[src/sysctl_pkg.sv]
package sysctl_pkg;
	localparam logic [31:0] ADDR_CONTROL = 32'h01f8_0000;
	localparam logic [31:0] ADDR_SW_RESET = 32'h01f8_0004;
	localparam logic [31:0] ADDR_POWER_DOWN = 32'h01f8_0008;
	localparam logic [31:0] ADDR_MEM_CONFIG = 32'h01f8_0010;
	// control register fields
	localparam int CTL_SCALER_LSB = 24;
	localparam int CTL_CLK_SEL_BIT = 23;
	localparam int CTL_RATE_DOUBLE_BIT = 22;
	localparam int CTL_SWRST_EN_BIT = 1;
	localparam int CTL_PWRDN_EN_BIT = 0;
	localparam logic [7:0] SCALER_RESET = 8'h01;
	localparam logic CLK_SEL_RESET = 1'b1;
	// memory configuration fields
	localparam int MC_COUNT_LSB = 0;
	localparam int MC_SP0_EN_BIT = 2;
	localparam int MC_SP0_TGT_LSB = 3;
	localparam int MC_SP1_EN_BIT = 6;
	localparam int MC_SP1_TGT_LSB = 7;
	localparam int MC_WIDTH = 10;
	localparam logic [MC_WIDTH-1:0] MC_RESET = 10'h000;
	localparam int SYSRST_PULSE_CYCLES = 4;
	typedef struct packed {
		logic [31:0] addr;
		logic [31:0] wdata;
		logic wr;
		logic rd;
	} bus_req_t;
endpackage

[src/sysctl_regs.sv]
`timescale 1ns/1ps
`default_nettype none
module sysctl_regs (
	input wire logic core_clk,
	input wire logic rst_n,
	input wire sysctl_pkg::bus_req_t bus_req,
	output logic [31:0] rdata,
	input wire logic watchdog_clock_in,
	input wire logic [7:0] ram_select_req,
	output logic [9:0] ram_chip_select,
	output logic serial_clk_en,
	output logic serial_rate_double,
	output logic sys_reset_out,
	output logic power_down
);
	import sysctl_pkg::*;

	logic [7:0] scaler_q;
	logic clk_sel_q, rate_dbl_q, swrst_en_q, pwrdn_en_q;
	logic [MC_WIDTH-1:0] mc_q;
	logic [2:0] rst_cnt_q;
	logic wd_s1_q, wd_s2_q, wd_s3_q;
	logic [7:0] div_q;
	logic [7:0] enabled;
	logic sp0_en, sp1_en;
	logic [2:0] sp0_tgt, sp1_tgt;
	logic tick;

	assign serial_rate_double = rate_dbl_q;
	assign sp0_en = mc_q[MC_SP0_EN_BIT];
	assign sp1_en = mc_q[MC_SP1_EN_BIT];
	assign sp0_tgt = mc_q[MC_SP0_TGT_LSB +: 3];
	assign sp1_tgt = mc_q[MC_SP1_TGT_LSB +: 3];

	// control register
	always_ff @(posedge core_clk) begin
		if (!rst_n) begin
			scaler_q <= SCALER_RESET;
			clk_sel_q <= CLK_SEL_RESET;
			rate_dbl_q <= 1'b0;
			swrst_en_q <= 1'b0;
			pwrdn_en_q <= 1'b0;
		end else if (bus_req.wr && bus_req.addr == ADDR_CONTROL) begin
			scaler_q <= bus_req.wdata[CTL_SCALER_LSB +: 8];
			clk_sel_q <= bus_req.wdata[CTL_CLK_SEL_BIT];
			rate_dbl_q <= bus_req.wdata[CTL_RATE_DOUBLE_BIT];
			swrst_en_q <= bus_req.wdata[CTL_SWRST_EN_BIT];
			pwrdn_en_q <= bus_req.wdata[CTL_PWRDN_EN_BIT];
		end
	end

	// memory configuration register
	always_ff @(posedge core_clk) begin
		if (!rst_n) begin
			mc_q <= MC_RESET;
		end else if (bus_req.wr && bus_req.addr == ADDR_MEM_CONFIG) begin
			mc_q <= bus_req.wdata[MC_WIDTH-1:0];
		end
	end

	// read data, one cycle after the strobe
	always_ff @(posedge core_clk) begin
		if (!rst_n) begin
			rdata <= 32'h0000_0000;
		end else if (bus_req.rd && bus_req.addr == ADDR_CONTROL) begin
			rdata <= {scaler_q, clk_sel_q, rate_dbl_q, 20'h00000, swrst_en_q, pwrdn_en_q};
		end else if (bus_req.rd && bus_req.addr == ADDR_MEM_CONFIG) begin
			rdata <= {22'h000000, mc_q};
		end else begin
			rdata <= 32'h0000_0000;
		end
	end

	// software reset pulse generator
	always_ff @(posedge core_clk) begin
		if (!rst_n) begin
			rst_cnt_q <= 3'h0;
		end else if (bus_req.wr && bus_req.addr == ADDR_SW_RESET && swrst_en_q) begin
			rst_cnt_q <= 3'(SYSRST_PULSE_CYCLES);
		end else if (rst_cnt_q != 3'h0) begin
			rst_cnt_q <= rst_cnt_q - 3'h1;
		end
	end
	assign sys_reset_out = (rst_cnt_q != 3'h0);

	// power-down entry, left by reset
	always_ff @(posedge core_clk) begin
		if (!rst_n) begin
			power_down <= 1'b0;
		end else if (bus_req.wr && bus_req.addr == ADDR_POWER_DOWN && pwrdn_en_q) begin
			power_down <= 1'b1;
		end
	end

	// watchdog clock synchroniser and rising edge
	always_ff @(posedge core_clk) begin
		if (!rst_n) begin
			wd_s1_q <= 1'b0;
			wd_s2_q <= 1'b0;
			wd_s3_q <= 1'b0;
		end else begin
			wd_s1_q <= watchdog_clock_in;
			wd_s2_q <= wd_s1_q;
			wd_s3_q <= wd_s2_q;
		end
	end
	assign tick = clk_sel_q ? 1'b1 : (wd_s2_q && !wd_s3_q);

	// scaler divider: divide by scaler+1, stopped at zero
	always_ff @(posedge core_clk) begin
		if (!rst_n) begin
			div_q <= 8'h00;
			serial_clk_en <= 1'b0;
		end else if (scaler_q == 8'h00) begin
			div_q <= 8'h00;
			serial_clk_en <= 1'b0;
		end else if (tick) begin
			serial_clk_en <= (div_q == 8'h00);
			div_q <= (div_q == 8'h00) ? scaler_q : div_q - 8'h01;
		end else begin
			serial_clk_en <= 1'b0;
		end
	end

	// chip select enables from block count
	always_comb begin
		unique case (mc_q[MC_COUNT_LSB +: 2])
			2'b00: enabled = 8'h01;
			2'b01: enabled = 8'h03;
			2'b10: enabled = 8'h0f;
			2'b11: enabled = 8'hff;
		endcase
	end

	// chip select remapping, combinational so timing matches
	always_comb begin
		ram_chip_select = {2'b00, ram_select_req & enabled};
		if (sp0_en) begin
			ram_chip_select[sp0_tgt] = 1'b0;
			ram_chip_select[8] = ram_select_req[sp0_tgt] & enabled[sp0_tgt];
		end
		if (sp1_en && !(sp0_en && sp0_tgt == sp1_tgt)) begin
			ram_chip_select[sp1_tgt] = 1'b0;
			ram_chip_select[9] = ram_select_req[sp1_tgt] & enabled[sp1_tgt];
		end
	end

	// trigger strobes and control writes, named once for the checks below
	logic swrst_fire;
	logic pwrdn_fire;
	logic ctl_write;
	assign swrst_fire = bus_req.wr && bus_req.addr == ADDR_SW_RESET && swrst_en_q;
	assign pwrdn_fire = bus_req.wr && bus_req.addr == ADDR_POWER_DOWN && pwrdn_en_q;
	assign ctl_write = bus_req.wr && bus_req.addr == ADDR_CONTROL;
endmodule // sysctl_regs
`default_nettype wire

[config.mk]
export PLATFORM = sky130hd
export DESIGN_NAME = sysctl_regs
export DESIGN_NICKNAME = d
export VERILOG_FILES = /design/src/sysctl_pkg.sv /design/src/sysctl_regs.sv
export SDC_FILE = /design/constraint.sdc
export NUM_CORES = 1
export LEC_CHECK = 0
export BUFFER_PORTS_ARGS = -buffer_cell sky130_fd_sc_hd__buf_2
export CORE_MARGIN = 2
export CORE_UTILIZATION = 40
export CTS_CLUSTER_SIZE = 16
export DETAILED_ROUTE_END_ITERATION = 10
export PLACE_DENSITY = 0.72
export RECOVER_POWER = 100
export SYNTH_ARGS = -nofsm -noshare
export SYNTH_HDL_FRONTEND = slang
export SYNTH_SLANG_ARGS = --single-unit
[constraint.sdc]
create_clock -name core_clk -period 1.7 [get_ports core_clk]
set_input_delay 0.085 -clock core_clk [delete_from_list [all_inputs] [get_ports core_clk]]
set_output_delay 0.085 -clock core_clk [all_outputs]
set_load 0.05 [all_outputs]
==> metrics.md, run 1 <==
| Metric | Value |
|---|---|
| Fraction of final layout cells sized beyond drive strength 1 | `0.333` |
| # H-tree levels | `3` |
| Number of diodes added for antenna fixing | `0` |
| Top cell type's share of synthesized area | `0.382` |
| Clock root cell | `sky130_fd_sc_hd__clkbuf_8` |
| Share of the clock period used by the worst path | `1.19` |
| Number of nets at the end of the flow | `570` |
| Hold Path Stages | `3` |
| Half-perimeter wire length of the detailed placement result | `5770 um` |
| Vias in the first global route | `2718` |
| Count of endpoints failing hold in the final timing report | `0` |
| Vias post-DR | `3038` |
| Cell row count | `31` |
| Most frequent cells after synthesis | `58 x sky130_fd_sc_hd__dfxtp_1, 50 x sky130_fd_sc_hd__nand2_1, 26 x sky130_fd_sc_hd__mux2i_1` |
| Detailed-router iteration count before antenna repair | `4` |
| Slew margin rel. | `0.583` |
| Area growth from synthesis to final layout | `44.7%` |
| Cell type with the largest total area after synthesis | `sky130_fd_sc_hd__dfxtp_1` |
| GP Congestion | `0.886` |
| Worst Path Arrival | `1940 ps` |
| Failing checks | `setup timing` |
| Post-synth cell types | `57` |
| Shortest period the worst path allows | `2030 ps` |
| Nature of the critical path endpoint | `primary output` |
| Global-route wire length before repair | `12600 um` |
| Leakage Power | `1.82 nW` |
| Syn Area/Cell | `8.81 um2` |
| Starting density of the core | `0.417` |
| Final setup violating endpoints | `11` |
| Filler Cells Inserted | `621` |
| Most frequent cell after synthesis | `sky130_fd_sc_hd__dfxtp_1` |
| Async set-reset flop share out of synthesis | `0` |
| Synth area leaders | `sky130_fd_sc_hd__dfxtp_1 38%, sky130_fd_sc_hd__mux2i_1 8.6%, sky130_fd_sc_hd__nand2_1 6.2%` |
| Hold slack final | `4.14 ps` |
| Antenna violations before repair | `0` |
| Outcome | `finished with violations` |
| Clock tree from TritonCTS | `yes` |
| Number of synthesized register bits | `58` |
| Number of violations of the max-capacitance limit | `0` |
| Post-synth design cell area | `0.00304 mm2` |
| RSZ-0062 raised after global routing | `yes` |
| Post-synthesis sequential area ratio | `0.382` |
| Post-Route WL | `8390 um` |
| Transition time of the tightest slew-check pin | `628 ps` |
| Antenna-violating nets left | `0` |
| Number of flops mapped to enable cells by yosys | `0` |
| Number of warnings reported in the yosys synthesis log | `0` |
| Remaining global-route overflow | `0` |
| Total global-route track usage | `0.189` |
| Detailed-route wire length per cell | `14.2 um` |
| Sort of element at the start of the critical path | `flip-flop` |
| Clock tree buffer depth | `2` |
| Clock buffer count from CTS | `9` |
| Maximum clock rate | `494 MHz` |
| Total DRC errors in the routed layout | `0` |
| Insertion delay to the later sink of the worst-skew pair | `340 ps` |
| Pin count of the biggest net entering global routing | `36` |
| Required time reported for the critical path endpoint | `1620 ps` |
| Cell count after synthesis | `345` |
| Setup total negative slack | `-2830 ps` |
| Maximum vdd drop | `0.000583 V` |
| Vias per std cell | `5.13` |
| Power density normalized to cell area | `1040 mW/mm2` |
| Top-level I/O count | `123` |
| Post-CTS clock slew at the launch and capture registers of the worst setup and hold paths | `70 ps` |
| Type of the most critical hold path | `in -> reg` |
| Floorplan die area | `0.00831 mm2` |
| Clock sinks | `58` |
| Worst clock skew | `3.16 ps` |
| Register-to-Register Path Depth | `6` |
| Floorplan die width | `91.2 um` |
| Port Buf Inserts | `98` |
| Worst setup path class | `reg -> out` |
| Crit-path max FO | `4` |
| Max-slew violation count | `0` |
| Most frequently used flop master after synthesis | `sky130_fd_sc_hd__dfxtp_1` |
| Starting DRC count in detailed routing | `228` |
| Core Region | `0.00729 mm2` |
| Final setup slack of the worst path | `-326 ps` |
| DIE HEIGHT | `91.2 um` |
==> logic make-up (layout without fill, tap and decap cells) <==
logic type	Yosys count	in the layout	share of synthesized area
other cells	1	12	0.00123
fa+ha+maj	5	5	0.0206
flops	58	58	0.382
compound gates	54	54	0.118
mux	29	29	0.100
buf+inv	48	185	0.0782
xor+xnor	4	4	0.0115
simple gates	146	146	0.288
==> cells in the final DEF (no fill, tap or decap), types with 7 or more instances in the layout <==
cell                             n
sky130_fd_sc_hd__buf_2          64
sky130_fd_sc_hd__dfxtp_1        52
sky130_fd_sc_hd__nand2_1        50
sky130_fd_sc_hd__buf_4          27
sky130_fd_sc_hd__mux2i_1        26
sky130_fd_sc_hd__clkbuf_1       25
sky130_fd_sc_hd__and2_1         16
sky130_fd_sc_hd__dlygate4sd3_1  15
sky130_fd_sc_hd__inv_1          14
sky130_fd_sc_hd__nor2_1         14
sky130_fd_sc_hd__conb_1         12
sky130_fd_sc_hd__clkbuf_8       12
sky130_fd_sc_hd__buf_6          12
sky130_fd_sc_hd__a21oi_1        11
sky130_fd_sc_hd__nor4_1          8
sky130_fd_sc_hd__nor2b_1         7
sky130_fd_sc_hd__nand3_1         7
sky130_fd_sc_hd__nand4_1         7
==> worst paths after layout <==
path                    startpoint                     to  slack, ps
max           mc_q[3]$_SDFFE_PN0P_     ram_chip_select[4]       -330
min reg2reg     wd_s1_q$_SDFF_PN0_     wd_s2_q$_SDFF_PN0_        430
min                     bus_req[3]   mc_q[1]$_SDFFE_PN0P_          4
max reg2reg  div_q[1]$_SDFFE_PP0N_  div_q[5]$_SDFFE_PP0N_       -100
==> final cells by class <==
class / instances / area, um2 / share of cell area
timing repair buffer: 152 / 986 / 0.224
tap: 99 / 124 / 0.0282
clock inverter: 4 / 72.6 / 0.0165
sequential: 58 / 1170 / 0.266
inverter: 17 / 63.8 / 0.0145
multi-input combinational: 250 / 1820 / 0.413
clock buffer: 12 / 165 / 0.0376
==> sequential cells by signal, indices dropped and copies added (netlist names) <==
signal              count
clk_sel_q               1
div_q                   8
mc_q                   10
power_down              1
pwrdn_en_q              1
rdata                  20
rst_cnt_q               3
scaler_q                8
serial_clk_en           1
serial_rate_double      1
swrst_en_q              1
wd_s1_q                 1
wd_s2_q                 1
wd_s3_q                 1
==> layer usage <==
layer	share of wire	routed length (um)	track usage
met5	0	0	0
met2	0.47	3950	0.307
met1	0.43	3600	0.240
met3	0.077	648	0.0589
met4	0.023	189	0.0581
==> report_power, final <==
part | switching (mW) | leakage (nW) | internal (mW)
clock network | 0.554 | 0.119 | 0.942
registers | 0.103 | 0.473 | 1.49
logic | 0.839 | 1.23 | 0.646
==> critical path, stage by stage, from the launching register on <==
cell	delay, ps
sky130_fd_sc_hd__dfxtp_2	330
sky130_fd_sc_hd__xor2_1	160
sky130_fd_sc_hd__o41a_1	460
sky130_fd_sc_hd__nor2b_4	190
sky130_fd_sc_hd__a221oi_4	270
sky130_fd_sc_hd__buf_6	190
==> repair_timing <==
item / in CTS / in global routing
cloned: 0 / 1
pin swaps: 4 / 9
resized for setup: 27 / 12
buffers inserted: 0 / 11
hold buffers: 14 / 1
hold endpoints to repair: 14 / 1
setup endpoints to repair: 12 / 13
==> stage by stage <==
stage                      util  power [mW]  worst slack [ps]  cell area [um2]  std cells
after detailed placement  0.534        3.05             -69.3             3890        549
final                     0.603        4.58              -326             4400        592
after floorplan               -        2.61              -221             3230        356
after global placement    0.534        3.00             -44.3             3890        549
after CTS                 0.597        4.59              -331             4350        579
after global routing      0.603        4.82              -393             4400        592
Note: power is estimated with default switching activity, not from simulation.
==> inputs of run 2 (changes only) <==
--- a/config.mk
+++ b/config.mk
@@ -6,11 +6,13 @@
 export NUM_CORES = 1
 export LEC_CHECK = 0
 export BUFFER_PORTS_ARGS = -buffer_cell sky130_fd_sc_hd__buf_2
+export CELL_PAD_IN_SITES_DETAIL_PLACEMENT = 0
+export CELL_PAD_IN_SITES_GLOBAL_PLACEMENT = 2
 export CORE_MARGIN = 2
-export CORE_UTILIZATION = 40
+export CORE_UTILIZATION = 25
 export CTS_CLUSTER_SIZE = 16
 export DETAILED_ROUTE_END_ITERATION = 10
-export PLACE_DENSITY = 0.72
+export PLACE_DENSITY_LB_ADDON = 0.1
 export RECOVER_POWER = 100
 export SYNTH_ARGS = -nofsm -noshare
 export SYNTH_HDL_FRONTEND = slang
==> run 2 against run 1 <==
Net effect: the flow still finishes with violations (setup timing); hold slack worse by 1.6 ps; critical path depth unchanged; largest power group is now the clock network; cell count up 8.1%; via count is 4.4% lower; worst setup slack improved by 48 ps.
==> metrics.md, run 2 (synthesis results as in run 1) <==
| Metric | Value |
|---|---|
| Outcome | `finished with violations` |
| Failing checks | `setup timing` |
| Fraction of final layout cells sized beyond drive strength 1 | `0.361 (+0.0284)` |
| Clock buffer count from CTS | `9 (unchanged)` |
| Clock tree from TritonCTS | `yes` |
| Number of diodes added for antenna fixing | `0 (unchanged)` |
| Required time reported for the critical path endpoint | `1620 ps (about the same)` |
| Nature of the critical path endpoint | `primary output` |
| Detailed-router iteration count before antenna repair | `4 (unchanged)` |
| # H-tree levels | `3 (unchanged)` |
| Post-CTS clock slew at the launch and capture registers of the worst setup and hold paths | `60 ps (about the same)` |
| Number of placed instances with taps included | `610 (+11%)` |
| RSZ-0062 raised after global routing | `yes` |
| Total DRC errors in the routed layout | `0 (unchanged)` |
| Core Region | `0.0120 mm2 (+64%)` |
| Starting DRC count in detailed routing | `97 (-57%)` |
| Power density normalized to cell area | `1130 mW/mm2 (+9.0%)` |
| Antenna violations before repair | `0 (unchanged)` |
| Transition time of the tightest slew-check pin | `637 ps (+8.31 ps)` |
| Insertion delay to the later sink of the worst-skew pair | `320 ps (-20 ps)` |
| Sort of element at the start of the critical path | `flip-flop` |
| Leading cell type in the layout, fill and taps excluded | `sky130_fd_sc_hd__buf_2` |
| Final design instance area without fill | `0.00452 mm2 (+2.8%)` |
| Vias per std cell | `4.54 (-12%)` |
| Worst setup path class | `reg -> out` |
| Post-placement cell area | `0.00405 mm2 (+4.1%)` |
| Worst clock skew | `5.86 ps (+2.70 ps)` |
| Number of violations of the max-capacitance limit | `0 (unchanged)` |
| Detailed-route wire length per cell | `14.1 um (-0.76%)` |
| Antenna-violating nets left | `0 (unchanged)` |
| Leakage Power | `1.87 nW (+2.9%)` |
| Register-to-Register Path Depth | `6 (unchanged)` |
| Starting density of the core | `0.254 (-0.163)` |
| Worst setup slack for register-to-register paths | `-20 ps (+80 ps)` |
| Floorplan die area | `0.0131 mm2 (+57%)` |
| Combined flip-flop and latch cell area | `0.00117 mm2 (-0.11%)` |
| Clock tree buffer depth | `2 (unchanged)` |
| Half-perimeter wire length of the detailed placement result | `6880 um (+19%)` |
| Total global-route track usage | `0.142 (-0.0473)` |
| Final setup violating endpoints | `11 (unchanged)` |
| Slowest cell on the critical path | `sky130_fd_sc_hd__o41a_1` |
| Area growth from synthesis to final layout | `48.6%` |
| Remaining global-route overflow | `0 (unchanged)` |
| Crit path cell chain | `xor2_1, o41a_1, nor2b_4, a221oi_4, buf_6` |
| DIE HEIGHT | `114 um (+25%)` |
| Count of endpoints failing hold in the final timing report | `0 (unchanged)` |
| Vias in the first global route | `2925 (+7.6%)` |
| Port Buf Inserts | `98 (unchanged)` |
| Clock sinks | `58 (unchanged)` |
| Number of nets at the end of the flow | `570 (unchanged)` |
| Most frequent cells in the layout | `64 x sky130_fd_sc_hd__buf_2, 51 x sky130_fd_sc_hd__dfxtp_1, 50 x sky130_fd_sc_hd__nand2_1` |
| Worst Path Arrival | `1890 ps (-50 ps)` |
| Shortest period the worst path allows | `1980 ps (-48.2 ps)` |
| Slew margin rel. | `0.577 (-0.00551)` |
| Registers with the most flip-flops | `rdata x20, mc_q x10` |
| Area of combinational cells with multiple inputs | `0.00182 mm2 (+0.28%)` |
| Filler Cells Inserted | `1266 (+100%)` |
| Max-slew violation count | `0 (unchanged)` |
| Delay of the slowest cell on the worst path | `450 ps (about the same)` |
| Cell row count | `40 (+29%)` |
| Post-Route WL | `9000 um (+7.3%)` |
| Maximum clock rate | `506 MHz (+2.4%)` |
| Type of the most critical hold path | `in -> reg` |
| Vias post-DR | `2904 (-4.4%)` |
| Final setup slack of the worst path | `-278 ps (+48.2 ps)` |
| End point of the critical path | `ram_chip_select[4]` |
| Startpoint of the worst register-to-register path | `div_q[1]$_SDFFE_PP0N_` |
| Clock root cell | `sky130_fd_sc_hd__clkbuf_16` |
| Register bank with the most flops | `rdata` |
| Destination of the worst register-to-register timing path | `div_q[5]$_SDFFE_PP0N_` |
| Crit-path max FO | `4 (unchanged)` |
| Share of the clock period used by the worst path | `1.16 (-0.0283)` |
| Flip-flop count of the largest register after layout | `20 (unchanged)` |
| Floorplan die width | `114 um (+25%)` |
| GP Congestion | `0.767 (-13%)` |
| Critical path origin | `mc_q[4]$_SDFFE_PN0P_` |
| Number of cells in the finished layout apart from fillers | `640 (+8.1%)` |
| Pin count of the biggest net entering global routing | `27 (-25%)` |
| Maximum vdd drop | `0.000393 V (-33%)` |
| Top-level I/O count | `123 (unchanged)` |
| Global-route wire length before repair | `14300 um (+13%)` |
run 2: cell types whose count changed in the layout (fill, tap and decap cells not counted), moves of 2 or more:
cell,previous run,this run
sky130_fd_sc_hd__buf_4,27,38
sky130_fd_sc_hd__dlygate4sd3_1,15,3
sky130_fd_sc_hd__o21ai_1,3,1
sky130_fd_sc_hd__clkinv_4,0,3
sky130_fd_sc_hd__buf_6,12,15
sky130_fd_sc_hd__clkbuf_16,1,9
sky130_fd_sc_hd__dfxtp_2,5,7
sky130_fd_sc_hd__clkbuf_8,12,0
run 2: through the flow:
stage / power (mW) / setup TNS, ps / utilization / worst slack [ps] / hold WS [ps]
5_1_grt: 5.44 / -3280 / 0.378 / -349 / -1.11
6_report: 5.13 / -2270 / 0.378 / -278 / 2.56
4_1_cts: 5.20 / -2450 / 0.383 / -306 / 1.39
2_1_floorplan: 2.61 / -515 / - / -221 / 212
3_5_place_dp: 3.18 / -158 / 0.339 / -70.1 / 312
3_3_place_gp: 3.16 / -106 / 0.339 / -57.7 / 302
run 2: report_power, final:
part	leakage [nW]	switching, mW	internal [mW]
sequential	0.473	0.0988	1.49
clock	0.156	0.679	1.29
combinational	1.24	0.849	0.712
total	1.87	1.63	3.50
run 2: timing repair:
action,CTS,global route
hold buffers,3,0
hold endpoints to repair,3,0
endpoints found under the setup margin,13,14
gates cloned,0,0
gates resized for setup,34,4
pin swaps,12,8
buffers inserted,9,2
run 2: layout make-up:
type,instances,share of cell area
well taps,147,0.0407
clock buffers,9,0.0498
flip-flops and latches,58,0.259
repair buffers,152,0.211
clock inverters,7,0.0227
multi-input cells,250,0.403
inverters,17,0.0141
run 2: per-layer routing:
layer  part of all wire  track usage
met5                  0            0
met3              0.058       0.0397
met4              0.010       0.0480
met2               0.46        0.232
met1               0.47        0.180
run 2: worst max-delay path, delay by kind of cell (launching register included):
kind | cells | cell delay, ps
AO/OA/AOI/OAI | 2 | 710
flip-flops | 1 | 320
AND/OR/NAND/NOR | 1 | 190
buffers and inverters | 1 | 190
XOR/XNOR | 1 | 150
run 2: worst min-delay path by stage:
stage,from,end,slack (ps),cells past startpoint
floorplan,watchdog_clock_in,wd_s1_q$_SDFF_PN0_,210,1
global placement,watchdog_clock_in,wd_s1_q$_SDFF_PN0_,300,2
detailed placement,watchdog_clock_in,wd_s1_q$_SDFF_PN0_,310,2
CTS,bus_req[27],scaler_q[1]$_SDFFE_PN0P_,1,3
global route,bus_req[6],mc_q[4]$_SDFFE_PN0P_,-1,3
finish,bus_req[10],mc_q[8]$_SDFFE_PN0P_,3,3
